==> src/pkg/exc_pkg.sv <==
// Constants for the exception recognition and reporting block
// Summary of operation
// - Misaligned, kernel-from-user, region mismatch: address error
// - Address error code 4 load/fetch, 5 store
// - System call gives code 8
// - Breakpoint gives code 9
// - Reserved instruction gives code 10
// - Unusable coprocessor gives code 11
// - Signed add/sub overflow gives code 12
// - True conditional trap gives code 13
// - Codes 6, 7 and 14-31 never produced
// - Illegal float opcode is reserved-instruction class
// - Unmasked pending interrupt, allowed at level 0, takes code 0 exception
// - Eleven-bit pending field shows live requests
// - Pending bits 0-1 are software set/clear
// - Pending bits 2-7 external, not software clearable
// - Cause bits 16/17 carry even/odd parity flags
// - Cause bit 18 is cycle counter MSB
// - Exception code sits in cause bits 7:3
// - Restart PC loads only when level was clear
// - All exceptions vector to base plus 0xc00
`default_nettype none
package exc_pkg;
  localparam int unsigned slots = 2;
  localparam logic [4:0] int_code = 5'h00;
  localparam logic [4:0] addr_fault_load_code = 5'h04;
  localparam logic [4:0] addr_fault_store_code = 5'h05;
  localparam logic [4:0] syscall_code = 5'h08;
  localparam logic [4:0] break_code = 5'h09;
  localparam logic [4:0] illegal_op_code = 5'h0a;
  localparam logic [4:0] cop_unusable_code = 5'h0b;
  localparam logic [4:0] arith_wrap_code = 5'h0c;
  localparam logic [4:0] compare_catch_code = 5'h0d;
  localparam logic [4:0] float_fault_code = illegal_op_code;
  localparam logic [63:0] vector_offset = 64'h0000_0000_0000_0c00;
  localparam logic [63:0] insn_bytes = 64'h0000_0000_0000_0004;
  // Register word offsets (byte addresses)
  localparam logic [4:0] status_off = 5'h00;
  localparam logic [4:0] cause_lo_off = 5'h04;
  localparam logic [4:0] cause_hi_off = 5'h08;
  localparam logic [4:0] restart_lo_off = 5'h0c;
  localparam logic [4:0] restart_hi_off = 5'h10;
  localparam logic [4:0] vbase_lo_off = 5'h14;
  localparam logic [4:0] vbase_hi_off = 5'h18;
  // Status field positions
  localparam int unsigned st_allow_bit = 0;
  localparam int unsigned st_level_bit = 1;
  localparam int unsigned st_user_bit = 2;
  localparam int unsigned st_mask_lsb = 16;
  // Cause field positions
  localparam int unsigned ca_code_lsb = 3;
  localparam int unsigned ca_flags_lsb = 8;
  localparam int unsigned ca_delay_bit_hi = 31;
  localparam int unsigned flag_bits = 11;
  // Reset values
  localparam logic [10:0] mask_rst = 11'h000;
  localparam logic [63:0] vbase_rst = 64'h0000_0000_0000_0000;
  // Region bits of a 64-bit address
  localparam int unsigned region_msb = 63;
  localparam int unsigned region_lsb = 62;
endpackage
`default_nettype wire

==> src/rtl/exc_unit.sv <==
// Exception recognition, cause/restart reporting and interrupt gating
//
// The register addresses and the Wishbone slave port are this design's own decisions.
`default_nettype none
module exc_unit (
  // Clock and reset
  input wire logic clk_i,
  input wire logic rst_i,
  // Wishbone slave
  input wire logic cyc_i,
  input wire logic stb_i,
  input wire logic we_i,
  input wire logic [4:0] adr_i,
  input wire logic [3:0] sel_i,
  input wire logic [31:0] dat_i,
  output logic [31:0] dat_o,
  output logic ack_o,
  // Per-slot instruction status, slot 0 is oldest
  input wire logic [exc_pkg::slots-1:0] valid_i,
  input wire logic [exc_pkg::slots-1:0][63:0] pc_i,
  input wire logic [exc_pkg::slots-1:0] delay_slot_i,
  input wire logic [exc_pkg::slots-1:0] mem_req_i,
  input wire logic [exc_pkg::slots-1:0] mem_store_i,
  input wire logic [exc_pkg::slots-1:0][1:0] mem_size_i,
  input wire logic [exc_pkg::slots-1:0][63:0] mem_addr_i,
  input wire logic [exc_pkg::slots-1:0][63:0] mem_base_i,
  input wire logic [exc_pkg::slots-1:0] syscall_i,
  input wire logic [exc_pkg::slots-1:0] break_i,
  input wire logic [exc_pkg::slots-1:0] reserved_i,
  input wire logic [exc_pkg::slots-1:0] fp_illegal_i,
  input wire logic [exc_pkg::slots-1:0] cop_unusable_i,
  input wire logic [exc_pkg::slots-1:0] arith_i,
  input wire logic [exc_pkg::slots-1:0] arith_sub_i,
  input wire logic [exc_pkg::slots-1:0] arith_dword_i,
  input wire logic [exc_pkg::slots-1:0][63:0] op_a_i,
  input wire logic [exc_pkg::slots-1:0][63:0] op_b_i,
  input wire logic [exc_pkg::slots-1:0] trap_true_i,
  input wire logic [63:0] int_pc_i,
  input wire logic return_i,
  // Interrupt request sources
  input wire logic [5:0] ext_irq_i,
  input wire logic parity_even_i,
  input wire logic parity_odd_i,
  input wire logic count_msb_i,
  // Exception entry toward the pipeline
  output logic exc_take_o,
  output logic [63:0] exc_vector_o,
  output logic [4:0] exc_code_o,
  output logic [63:0] restart_pc_o,
  output logic exception_level_o,
  output logic user_mode_o
);
  import exc_pkg::*;

  typedef struct packed {
    logic irq_allow;
    logic exception_level_flag;
    logic user;
    logic [10:0] mask;
    logic [4:0] fault_kind_field;
    logic delay_slot_flag;
    logic [1:0] sw_flags;
    logic [63:0] restart_pc_reg;
    logic [63:0] vector_base_reg;
    logic ack;
    logic [31:0] rdata;
    logic take;
    logic [63:0] vector;
  } state_s;

  state_s cur_ff;
  state_s nxt_ff;
  logic [10:0] request_flags;
  logic user_eff;
  logic [slots-1:0] hit;
  logic [slots-1:0][4:0] code;
  logic precise;
  logic [4:0] p_code;
  logic [63:0] p_pc;
  logic p_delay;
  logic irq_go;
  logic bus_wr;
  logic bus_rd;
  logic [31:0] cause_lo;

  // Byte-lane merge of a write into a 32-bit word
  function automatic logic [31:0] merge(input logic [31:0] old, input logic [31:0] wd,
                                        input logic [3:0] sel);
    logic [31:0] r;
    r = old;
    for (int b = 0; b < 4; b++) begin
      if (sel[b]) begin
        r[b*8 +: 8] = wd[b*8 +: 8];
      end
    end
    return r;
  endfunction

  // Signed overflow of add or subtract, word or doubleword
  function automatic logic wraps(input logic [63:0] a, input logic [63:0] b,
                                 input logic sub, input logic dw);
    logic [63:0] bb;
    logic [63:0] r;
    logic s;
    bb = sub ? ~b : b;
    r = a + bb + {63'h0, sub};
    s = dw ? ((a[63] == bb[63]) && (r[63] != a[63]))
           : ((a[31] == bb[31]) && (r[31] != a[31]));
    return s;
  endfunction

  // Live pending field: software, external, parity, counter
  assign request_flags = {count_msb_i, parity_odd_i, parity_even_i, ext_irq_i, cur_ff.sw_flags};
  assign user_eff = cur_ff.user & ~cur_ff.exception_level_flag;

  // Per-slot fault decode, fixed priority inside one instruction
  always_comb begin
    for (int s = 0; s < slots; s++) begin
      logic [2:0] amask;
      logic addr_bad;
      amask = {mem_size_i[s] == 2'h3, mem_size_i[s][1], mem_size_i[s] != 2'h0};
      addr_bad = mem_req_i[s] && ((mem_addr_i[s][2:0] & amask) != 3'h0
                 || (user_eff && mem_addr_i[s][63])
                 || (mem_addr_i[s][region_msb:region_lsb] != mem_base_i[s][region_msb:region_lsb]));
      hit[s] = valid_i[s];
      code[s] = illegal_op_code;
      if (addr_bad) begin
        code[s] = mem_store_i[s] ? addr_fault_store_code : addr_fault_load_code;
      end else if (cop_unusable_i[s]) begin
        code[s] = cop_unusable_code;
      end else if (fp_illegal_i[s]) begin
        code[s] = float_fault_code;
      end else if (reserved_i[s]) begin
        code[s] = illegal_op_code;
      end else if (syscall_i[s]) begin
        code[s] = syscall_code;
      end else if (break_i[s]) begin
        code[s] = break_code;
      end else if (trap_true_i[s]) begin
        code[s] = compare_catch_code;
      end else if (arith_i[s] && wraps(op_a_i[s], op_b_i[s], arith_sub_i[s], arith_dword_i[s])) begin
        code[s] = arith_wrap_code;
      end else begin
        hit[s] = 1'b0;
      end
    end
  end

  // Oldest faulting slot is reported
  always_comb begin
    precise = 1'b0;
    p_code = int_code;
    p_pc = int_pc_i;
    p_delay = 1'b0;
    for (int s = slots - 1; s >= 0; s--) begin
      if (hit[s]) begin
        precise = 1'b1;
        p_code = code[s];
        p_delay = delay_slot_i[s];
        p_pc = delay_slot_i[s] ? pc_i[s] - insn_bytes : pc_i[s];
      end
    end
  end

  // Interrupt gating by mask, allow and level
  assign irq_go = ((request_flags & cur_ff.mask) != 11'h000) && cur_ff.irq_allow
                  && !cur_ff.exception_level_flag;

  assign bus_wr = cyc_i && stb_i && we_i && !cur_ff.ack;
  assign bus_rd = cyc_i && stb_i && !we_i && !cur_ff.ack;
  assign cause_lo = {13'h0000, request_flags, cur_ff.fault_kind_field, 3'h0};

  // Next-state: bus access, then exception entry on top
  always_comb begin
    logic [31:0] st_word;
    logic [31:0] ca_word;
    st_word = '0;
    ca_word = '0;
    nxt_ff = cur_ff;
    nxt_ff.ack = cyc_i && stb_i && !cur_ff.ack;
    nxt_ff.take = 1'b0;
    st_word[st_allow_bit] = cur_ff.irq_allow;
    st_word[st_level_bit] = cur_ff.exception_level_flag;
    st_word[st_user_bit] = cur_ff.user;
    st_word[st_mask_lsb +: flag_bits] = cur_ff.mask;
    if (bus_rd) begin
      unique case (adr_i)
        status_off: nxt_ff.rdata = st_word;
        cause_lo_off: nxt_ff.rdata = cause_lo;
        cause_hi_off: nxt_ff.rdata = {cur_ff.delay_slot_flag, 31'h0000_0000};
        restart_lo_off: nxt_ff.rdata = cur_ff.restart_pc_reg[31:0];
        restart_hi_off: nxt_ff.rdata = cur_ff.restart_pc_reg[63:32];
        vbase_lo_off: nxt_ff.rdata = cur_ff.vector_base_reg[31:0];
        vbase_hi_off: nxt_ff.rdata = cur_ff.vector_base_reg[63:32];
        default: nxt_ff.rdata = 32'h0000_0000;
      endcase
    end
    if (bus_wr) begin
      unique case (adr_i)
        status_off: begin
          st_word = merge(st_word, dat_i, sel_i);
          nxt_ff.irq_allow = st_word[st_allow_bit];
          nxt_ff.exception_level_flag = st_word[st_level_bit];
          nxt_ff.user = st_word[st_user_bit];
          nxt_ff.mask = st_word[st_mask_lsb +: flag_bits];
        end
        cause_lo_off: begin
          // Only the two software bits of the pending field take the write
          ca_word = merge(cause_lo, dat_i, sel_i);
          nxt_ff.sw_flags = ca_word[ca_flags_lsb +: 2];
        end
        restart_lo_off: nxt_ff.restart_pc_reg[31:0] = merge(cur_ff.restart_pc_reg[31:0], dat_i, sel_i);
        restart_hi_off: nxt_ff.restart_pc_reg[63:32] = merge(cur_ff.restart_pc_reg[63:32], dat_i, sel_i);
        vbase_lo_off: nxt_ff.vector_base_reg[31:0] = merge(cur_ff.vector_base_reg[31:0], dat_i, sel_i);
        vbase_hi_off: nxt_ff.vector_base_reg[63:32] = merge(cur_ff.vector_base_reg[63:32], dat_i, sel_i);
        default: nxt_ff.rdata = cur_ff.rdata;
      endcase
    end
    if (return_i) begin
      nxt_ff.exception_level_flag = 1'b0;
    end
    // Exception entry overrides a same-cycle software write of the level flag, and of the restart PC only when level was clear
    if (precise || irq_go) begin
      nxt_ff.take = 1'b1;
      nxt_ff.fault_kind_field = precise ? p_code : int_code;
      nxt_ff.delay_slot_flag = precise & p_delay;
      nxt_ff.vector = cur_ff.vector_base_reg + vector_offset;
      if (!cur_ff.exception_level_flag) begin
        nxt_ff.restart_pc_reg = precise ? p_pc : int_pc_i;
      end
      nxt_ff.exception_level_flag = 1'b1;
    end
  end

  // State register
  always_ff @(posedge clk_i) begin
    if (rst_i) begin
      cur_ff <= '0;
      cur_ff.mask <= mask_rst;
      cur_ff.vector_base_reg <= vbase_rst;
    end else begin
      cur_ff <= nxt_ff;
    end
  end

  // Outputs
  assign dat_o = cur_ff.rdata;
  assign ack_o = cur_ff.ack;
  assign exc_take_o = cur_ff.take;
  assign exc_vector_o = cur_ff.vector;
  assign exc_code_o = cur_ff.fault_kind_field;
  assign restart_pc_o = cur_ff.restart_pc_reg;
  assign exception_level_o = cur_ff.exception_level_flag;
  assign user_mode_o = user_eff;
endmodule
`default_nettype wire

==> config.mk <==
export PLATFORM = sky130hd
export DESIGN_NAME = exc_unit
export DESIGN_NICKNAME = d
export VERILOG_FILES = /design/src/pkg/exc_pkg.sv /design/src/rtl/exc_unit.sv
export SDC_FILE = /design/constraint.sdc
export NUM_CORES = 1
export LEC_CHECK = 0
export BUFFER_PORTS_ARGS = -buffer_cell sky130_fd_sc_hd__buf_2
export CORE_AREA = 2 2 375 377
export CTS_CLUSTER_DIAMETER = 30
export CTS_CLUSTER_SIZE = 14
export DETAILED_ROUTE_END_ITERATION = 16
export DIE_AREA = 0 0 377 379
export PLACE_DENSITY = 0.37
export SLEW_MARGIN = 20
export SYNTH_ARGS = -nofsm -noshare
export SYNTH_HDL_FRONTEND = slang
export SYNTH_SLANG_ARGS = --single-unit
==> constraint.sdc <==
create_clock -name clk_i -period 8.15 [get_ports clk_i]
set_input_delay 0.4075 -clock clk_i [delete_from_list [all_inputs] [get_ports clk_i]]
set_output_delay 0.4075 -clock clk_i [all_outputs]
set_load 0.03 [all_outputs]
==> results list, run 1 <==
- Total count of max-transition violations in the final report: 0
- Combined flip-flop and latch cell area: just under 5000 um2
- Number of hold violations in the final report: 0
- Filler instances: 15800
- Synthesis inferred 247 register bits.
- Endpoints failing setup: 0
- Dominant cells by area after synthesis: dfxtp_1, xor2_1, ha_1
- I/O Pins: 959
- Across the run, the number of max-cap violations was 0.
- Setup slack of the worst register-to-register path: 3.88 ns
- Sorting the synthesized cells by how often they occur yields nand2_1, nor2_1, a21oi_1.
- Startpoint of the most critical register-to-register path: exception_level_o
* Number of vias after detailed routing: 21800
* Fraction of layout cells with a size suffix above 1: 0.293
- Cell accounting for the most synthesized area: dfxtp_1
* First-pass GRT wire length: 181000 um
* Starting density of the core: 0.146
- Of the synthesized area, sequential elements account for 0.245.
- Entering global routing, the biggest net connects 127 pins.
- Syn Area/Cell: 7.65 um2
* # clock sinks: 247
* Root Buffer Master: clkbuf_16
- Slew margin rel.: 0.282
- Largest buffer count on any clock path: 3
* Maximum vdd ir drop: 0.146 mV
- In the finished design, the share of the clock period the worst path needs comes to 0.643.
- The synthesized design contains 0 enable-type register cells.
- Port-buffer cells: 715
- The number of nets handed over by synthesis was 3559.
- The path class of the tightest hold or removal check is in2reg.
* Post-synthesis cell type count: 72
* Result of the run: complete, no violations
* Final-layout setup total negative slack: 0 ns
- Global placer's final weighted congestion: 0.973
- Worst setup endpoint: restart_pc_o[50]
* Number of gates given a new drive strength after cts: 0
* Clock buffers created by TritonCTS: just under 90
* Maximum level of the CTS H-tree: 3
* Reg-to-reg endpoint: restart_pc_o[50]
- The floorplan step set the die height to 379 um.
- Maximum frequency from static timing analysis: 191 MHz
- Routed wire length per instance: approximately 27 um
* Latest clock arrival within the worst-skew pair: 0.64 ns
* Leak: 11.2 nW
* Vias/cell: 4.28
- Most instantiated library cell after synthesis: nand2_1
- The mapped netlist covers 20200 um2.
- Die Footprint: 143000 um2
- Worst endpoint data arrival time: 5.76 ns
- Power spread over the standard cell area amounts to between 200 and 250 nW/um2.
- Along the worst path, the maximum fanout reaches 64.
- Final critical-path required period: 5.24 ns
- Of the post-synthesis cell area, the dominant cell type holds 0.245.
* CTS tree: built
* Layout Cells excl Fill: 5093
* Cell count after synthesis: 2642
- For this run, the detailed router's first-pass iteration total came to 8.
- CTS clock-pin slew for the worst setup and hold paths: 0.04 ns
* Cells after DPL: 4861
* CTS Hold Bufs: 0
* Post-CTS Setup Repair Bufs: 0
- Counting flops with an async set or reset pin after synthesis yields a share of 0.
- At the worst endpoint, the required time is 8.67 ns.
- Worst reg2reg path depth: 11
- Worst Path Class, Setup: in2reg
- Half-perimeter wire length of the detailed placement result: 116000 um
- The Yosys step of the flow raised 0 warnings.
* Drc violations: 0
- From left edge to right edge, the die measures between 300 and 400 um.
* Placement row count: about 140
* Gr usage total: 0.185
* Total Wirelength: around 140000 um
- Top FF cell, synth: dfxtp_1
- Setup repair after global routing left no endpoint under its margin.
* Starting DRT DRC Count: about 1500
- The most critical setup path has its startpoint at arith_sub_i[0].
* Core area: 139000 um2
- Critical path launch point type: input port
* Slew at the pin closest to its max-slew limit: 1.07 ns
- Antenna violations before repair: 122
- Grt total ovfl: 0
* Endpoint class of the critical path: flop
- Number of global-route vias before repair: 20900
- Between clock sinks in the finished design, the worst skew comes to slightly below 0.05 ns.
* Routed Antenna Nets: 0
* Layout area overhead: 37.0%
- Number of nets in the layout: about 4000
- Summing all multi-input logic gate instances after layout gives 13400 um2.
==> stage by stage <==
step	hold slack, ns	util	total power, mW	area (um2)	worst slack, ns
floorplan	0.432	-	1.87	20200	3.74
global placement	0.441	0.176	2.34	24500	2.22
detailed placement	0.446	0.176	2.34	24500	2.20
CTS	0.0209	0.198	5.75	27500	2.87
global route	0.0741	0.199	5.90	27600	2.56
finish	0.0688	0.199	5.66	27700	2.91
==> routing by layer <==
metal  share of wire  global-route usage  up-vias
li1                -                   -    10400
met1            0.48               0.264    10100
met2            0.38               0.248      941
met3           0.098              0.0714      231
met4           0.038              0.0577       46
met5          0.0020                   0        -
==> cell usage in the layout, fill, tap and decap left out, drive strengths merged, types with 5 or more instances in the layout <==
cell type	count
or3	25
inv	26
o21a	8
a311oi	21
a221oi	12
a211oi	91
a21o	8
mux2i	62
nand2	293
xnor2	100
nor3	52
xor2	201
and3	17
or4	20
o21ai	64
clkinv	20
ha	127
nand2b	18
a22oi	25
nand3	147
and2	7
nand3b	7
nand4	29
o221ai	5
a31oi	14
and4	13
bufinv	6
a221o	9
mux2	32
diode	69
nor2	257
a21oi	252
nor2b	6
buf	742
dfxtp	247
nand4b	5
a222oi	18
nor4	49
clkbuf	134
==> worst max-delay path, stage by stage <==
cell and delay [ns]:
buf_4 0.76, xor2_1 0.20, ha_1 0.35, nand4_1 0.17, nor4_1 0.83, o2111ai_1 0.41, a2111o_1 0.53, nand4_1 0.40
a31o_4 0.78, buf_12 0.32, a211oi_1 0.15, a311oi_2 0.28
==> area by class of cell <==
| type | count | area share |
|---|---|---|
| sequential | 247 | 0.179 |
| clock inverter | 30 | 0.0139 |
| inverter | 22 | 0.00298 |
| clock buffer | 133 | 0.0945 |
| antenna | 69 | 0.00624 |
| tap | 1807 | 0.0817 |
| timing repair buffer | 743 | 0.139 |
| multi-input combinational | 2042 | 0.483 |
==> worst min-delay path by stage <==
| stage | from | endpoint | cells past startpoint | slack [ns] |
|---|---|---|---|---|
| after CTS | dat_i[7] | cur_ff[105] | 3 | 0.02 |
| after floorplan | exc_vector_o[0] | exc_vector_o[0] | 2 | 0.43 |
| after global placement | exc_vector_o[5] | exc_vector_o[5] | 2 | 0.44 |
| after global routing | dat_i[0] | cur_ff[98] | 3 | 0.07 |
| final | dat_i[7] | cur_ff[105] | 3 | 0.07 |
| after detailed placement | exc_vector_o[0] | exc_vector_o[0] | 2 | 0.45 |
==> kinds of logic after synthesis <==
group           Yosys count  synth area share
simple gates            963             0.226
mux                      94            0.0486
other cells               1          0.000186
compound gates          556             0.174
xor+xnor                301             0.130
flops                   247             0.245
fa+ha+maj               127            0.0786
buf+inv                 353            0.0969
==> sequential cells by signal (all words and copies together) (netlist names) <==
| name | flops |
|---|---|
| exc_take_o | 1 |
| cur_ff | 78 |
| dat_o | 32 |
| cause_lo | 2 |
| ack_o | 1 |
| exception_level_o | 1 |
| exc_code_o | 4 |
| restart_pc_o | 64 |
| exc_vector_o | 64 |
==> where the power goes <==
group | switching, mW | leakage, nW | internal, mW | total [mW]
sequential | 0.0771 | 2.01 | 1.26 | 1.34
combinational | 0.624 | 7.75 | 0.347 | 0.971
clock | 0.979 | 1.49 | 2.38 | 3.36
total | 1.68 | 11.2 | 3.98 | 5.66
(Power assumes the default switching activity.)
==> run 2: changes to the inputs <==
Settings changed: ABC_AREA set to 1, CORE_AREA 2 2 375 377 to 2 2 369 371, DIE_AREA 0 0 377 379 to 0 0 371 373, PLACE_DENSITY 0.37 to 0.4.
Clock period 8.15 ns to 4.76 ns, I/O delays scaled along.
==> run 2 against run 1 <==
Setup slack worse by 2.0 ns. First-iteration DRC count is 15% higher. Global-route usage rose by 2.1 points.
==> results list, run 2 <==
* Crit share post-route: 0.802
- The worst hold path belongs to the class in2reg.
* Slew margin rel.: 0.245
- For this run, global-route usage on met1 was measured as 0.275.
* Min-Delay Endpoint: cur_ff[244]
* Gr usage total: 0.205
- Start point of the worst min-delay path: dat_i[26]
* Maximum Capacitance Violations: 0
* First-pass GRT wire length: between 150000 and 200000 um
- The initial utilization of the core area, before any placement, comes to 0.163.
- Most used routing layer in global routing: met2
- During I/O placement, the number of pins put on the boundary was 959.
* Endpoints failing setup: 0
* Port-buffer cells: 715
- The floorplan step defined a core boundary enclosing 135000 um2.
- Post-detailed-placement cell area: approximately 26000 um2
- Drc violations: 0
* Post-synth top cells: nand2_1, nor2_1, inv_1
- For this run, the number of standard cells in the final layout without fillers is 5856.
- The library cells used most frequently in the layout, excluding fill and tap cells, are buf_2, nand2_1, nor2_1.
- Worst reg2reg path depth: 10
* Leak: 13.5 nW
- Syn Std Cell Area: 22000 um2
* Number of global-route vias before repair: 24800
- The run finished with clean final reports.
* First-pass iteration count of the detailed router: 5
- Grt total ovfl: 0
- In this run the remaining antenna-violating nets after routing total 0.
- The Yosys step of the flow raised 0 warnings.
- After clock tree synthesis, the repair step resized 0 gates.
- The most numerous cell type found on the critical path is nor2_1.
- After the last flow step, the layout net total stands at roughly 4900.
- Routing usage on met2: 0.308
- For the worst-skew pair, the clock arrives at the later sink with an insertion delay of 0.60 ns.
- Biggest fanout along the worst timing path: 38
- Max stage delay cell, worst path: buf_4
- Derived from the worst setup path, the maximum achievable clock frequency is 262 MHz.
- On the worst path, the slowest cell contributes a delay of about 0.37 ns.
- Vert. Die Dim: 373 um
- Largest buffer count on any clock path: 3
* Net Count, Synth: 4357
* CTS tree: built
- The initial antenna violation count came to 93.
* Largest net degree at the start of global routing: 86
* Endpoint class of the critical path: flop
- The final number of hold-violating endpoints came to 0.
* Count of cells along the worst hold path: 3
- In this run the power density over the cells is 312 nW/um2.
* Worst endpoint data arrival time: ~4.3 ns
* Cells after DPL: 5688
- Final critical-path required period: between 3 and 4 ns
- Each instance of the synthesized netlist takes up on average 6.40 um2.
- VDD sags by at most 0.201 mV.
- In this run the register-to-register setup slack is between 1.5 and 2 ns.
* Global placer's final weighted congestion: 0.973
- The max-slew violation count was 0.
- CTS clock-pin slew for the worst setup and hold paths: 0.04 ns
* Series of cell instances along the critical path: buf_4 > buf_4 > xor2_1 > ha_1 > nand2_1 > nor2_1 > nand4_1 > nor3_1 > nand2_1 > nor2_1 > nor2_1 > nand3b_1 > nand3_1 > nand2_1 > nand3_1 > nand2_2 > inv_2 > nand3_1 > nand3_1 > buf_12 > nor2_1 > nor2_1
- The die covers 138000 um2.
- Counting flops and latches in the post-synthesis netlist gives ~250.
- At the pin with the least slew margin, the transition time is 1.12 ns.
- Top FF cell, synth: dfxtp_1
- Share of flip-flops with an asynchronous set or reset: 0
- Fraction of layout cells with a size suffix above 1: 0.222
- The clock arrives with 0.0305 ns of skew.
- The routed design has 148000 um of wire.
- Layout area overhead: 32.3%
- The endpoint identified for the worst register-to-register timing path is exc_vector_o[53].
* # clock sinks: 247
- The design draws 9.08 mW.
- Unrepaired setup endpoints after global routing: no
- In this run the clock root is driven by a clkbuf_16.
- Largest register FFs: 78
- Critical path launch point type: input port
* Commonest non-fill, non-tap cell in the layout: buf_2
- Top-area cell type share of the netlist area: 0.225
- The detailed router placed 25100 vias in this run.
- The biggest area contributor in the post-synthesis netlist is dfxtp_1.
* Number of enable flip-flop cells after synthesis: 0
* Top register by number of flip-flops: cur_ff
- The H-tree was split into 3 levels.
* Final-layout setup total negative slack: 0 ns
- The floorplan step set the die width to 371 um.
- Post-synthesis cell type count: 48
* Startpoint of the most critical register-to-register path: cur_ff[110]
* Dominant cells by area after synthesis: dfxtp_1, nand2_1, xor2_1
- Post-layout instance area: about 29000 um2
- The tightest hold path in the finished design has a slack of 0.0305 ns.
- Dividing the detail-routed wire length by the instance count gives 25.2 um.
* Data required time at the worst endpoint: 5.21 ns
- Worst Path Class, Setup: in2reg
* Cell count after synthesis: 3440
- Buffers inserted during clock tree synthesis total 72.
- After detailed routing, the number of vias per cell comes to 4.28.
- Met3 global-route usage: 0.0713
- Detailed placement ended at an HPWL of between 100000 and 150000 um.
* Starting DRT DRC Count: about 1800
- The floorplan has roughly 140 rows.
- Seq/Total Area, Yosys: 0.225
* Most instantiated library cell after synthesis: nand2_1
-- run 2: worst max-delay path by stage --
stage                               from               end  depth (start not counted)
final                     arith_sub_i[1]  restart_pc_o[27]                         22
after global routing      arith_sub_i[1]  restart_pc_o[27]                         24
after CTS                 arith_sub_i[1]  restart_pc_o[21]                         22
after detailed placement  arith_sub_i[1]  restart_pc_o[24]                         24
after global placement    arith_sub_i[1]   restart_pc_o[7]                         23
after floorplan           arith_sub_i[1]  restart_pc_o[60]                         23
-- run 2: cells by family after synthesis --
| kind of cell | after synthesis | synth area share |
|---|---|---|
| buf+inv | 603 | 0.135 |
| xor+xnor | 292 | 0.116 |
| other cells | 1 | 0.000170 |
| mux | 51 | 0.0232 |
| compound gates | 477 | 0.116 |
| flops | 247 | 0.225 |
| fa+ha+maj | 127 | 0.0722 |
| simple gates | 1642 | 0.313 |
-- run 2: layer usage --
layer,part of all wire,vias to the layer above
li1,-,12200
met4,0.029,48
met3,0.091,251
met1,0.46,11600
met5,0.0019,-
met2,0.42,988
-- run 2: cell type report --
cell class | instances | area, um2
Clock buffer | 99 | 2050
Inverter | 305 | 1150
Antenna cell | 34 | 85.1
Tap cell | 1781 | 2230
Multi-Input combinational cell | 2590 | 14100
Timing Repair Buffer | 771 | 4110
Fill cell | 15700 | 106000
Clock inverter | 29 | 433
Sequential cell | 247 | 4940
-- run 2: power breakdown --
group	leakage [nW]	switching, mW	internal, mW
Combinational	10.3	1.28	0.626
Sequential	2.01	0.0839	2.15
Clock	1.21	1.46	3.48
-- run 2: worst max-delay path, delay by kind of cell --
kind | cells | cell delay [ns]
buffers and inverters | 4 | 1.17
AND/OR/NAND/NOR | 16 | 2.47
adder cells (fa/ha/maj) | 1 | 0.27
XOR/XNOR | 1 | 0.09
-- run 2: timing repair --
item                      4_1_cts  5_1_grt
hold buffers                    6        0
hold endpoints to repair        7        0
setup buffers                   0        0
-- run 2: through the flow --
stage	utilization	setup slack [ns]
after floorplan	-	1.56
after global placement	0.197	0.353
after detailed placement	0.197	0.317
after CTS	0.216	0.907
after global routing	0.216	0.549
final	0.216	0.941
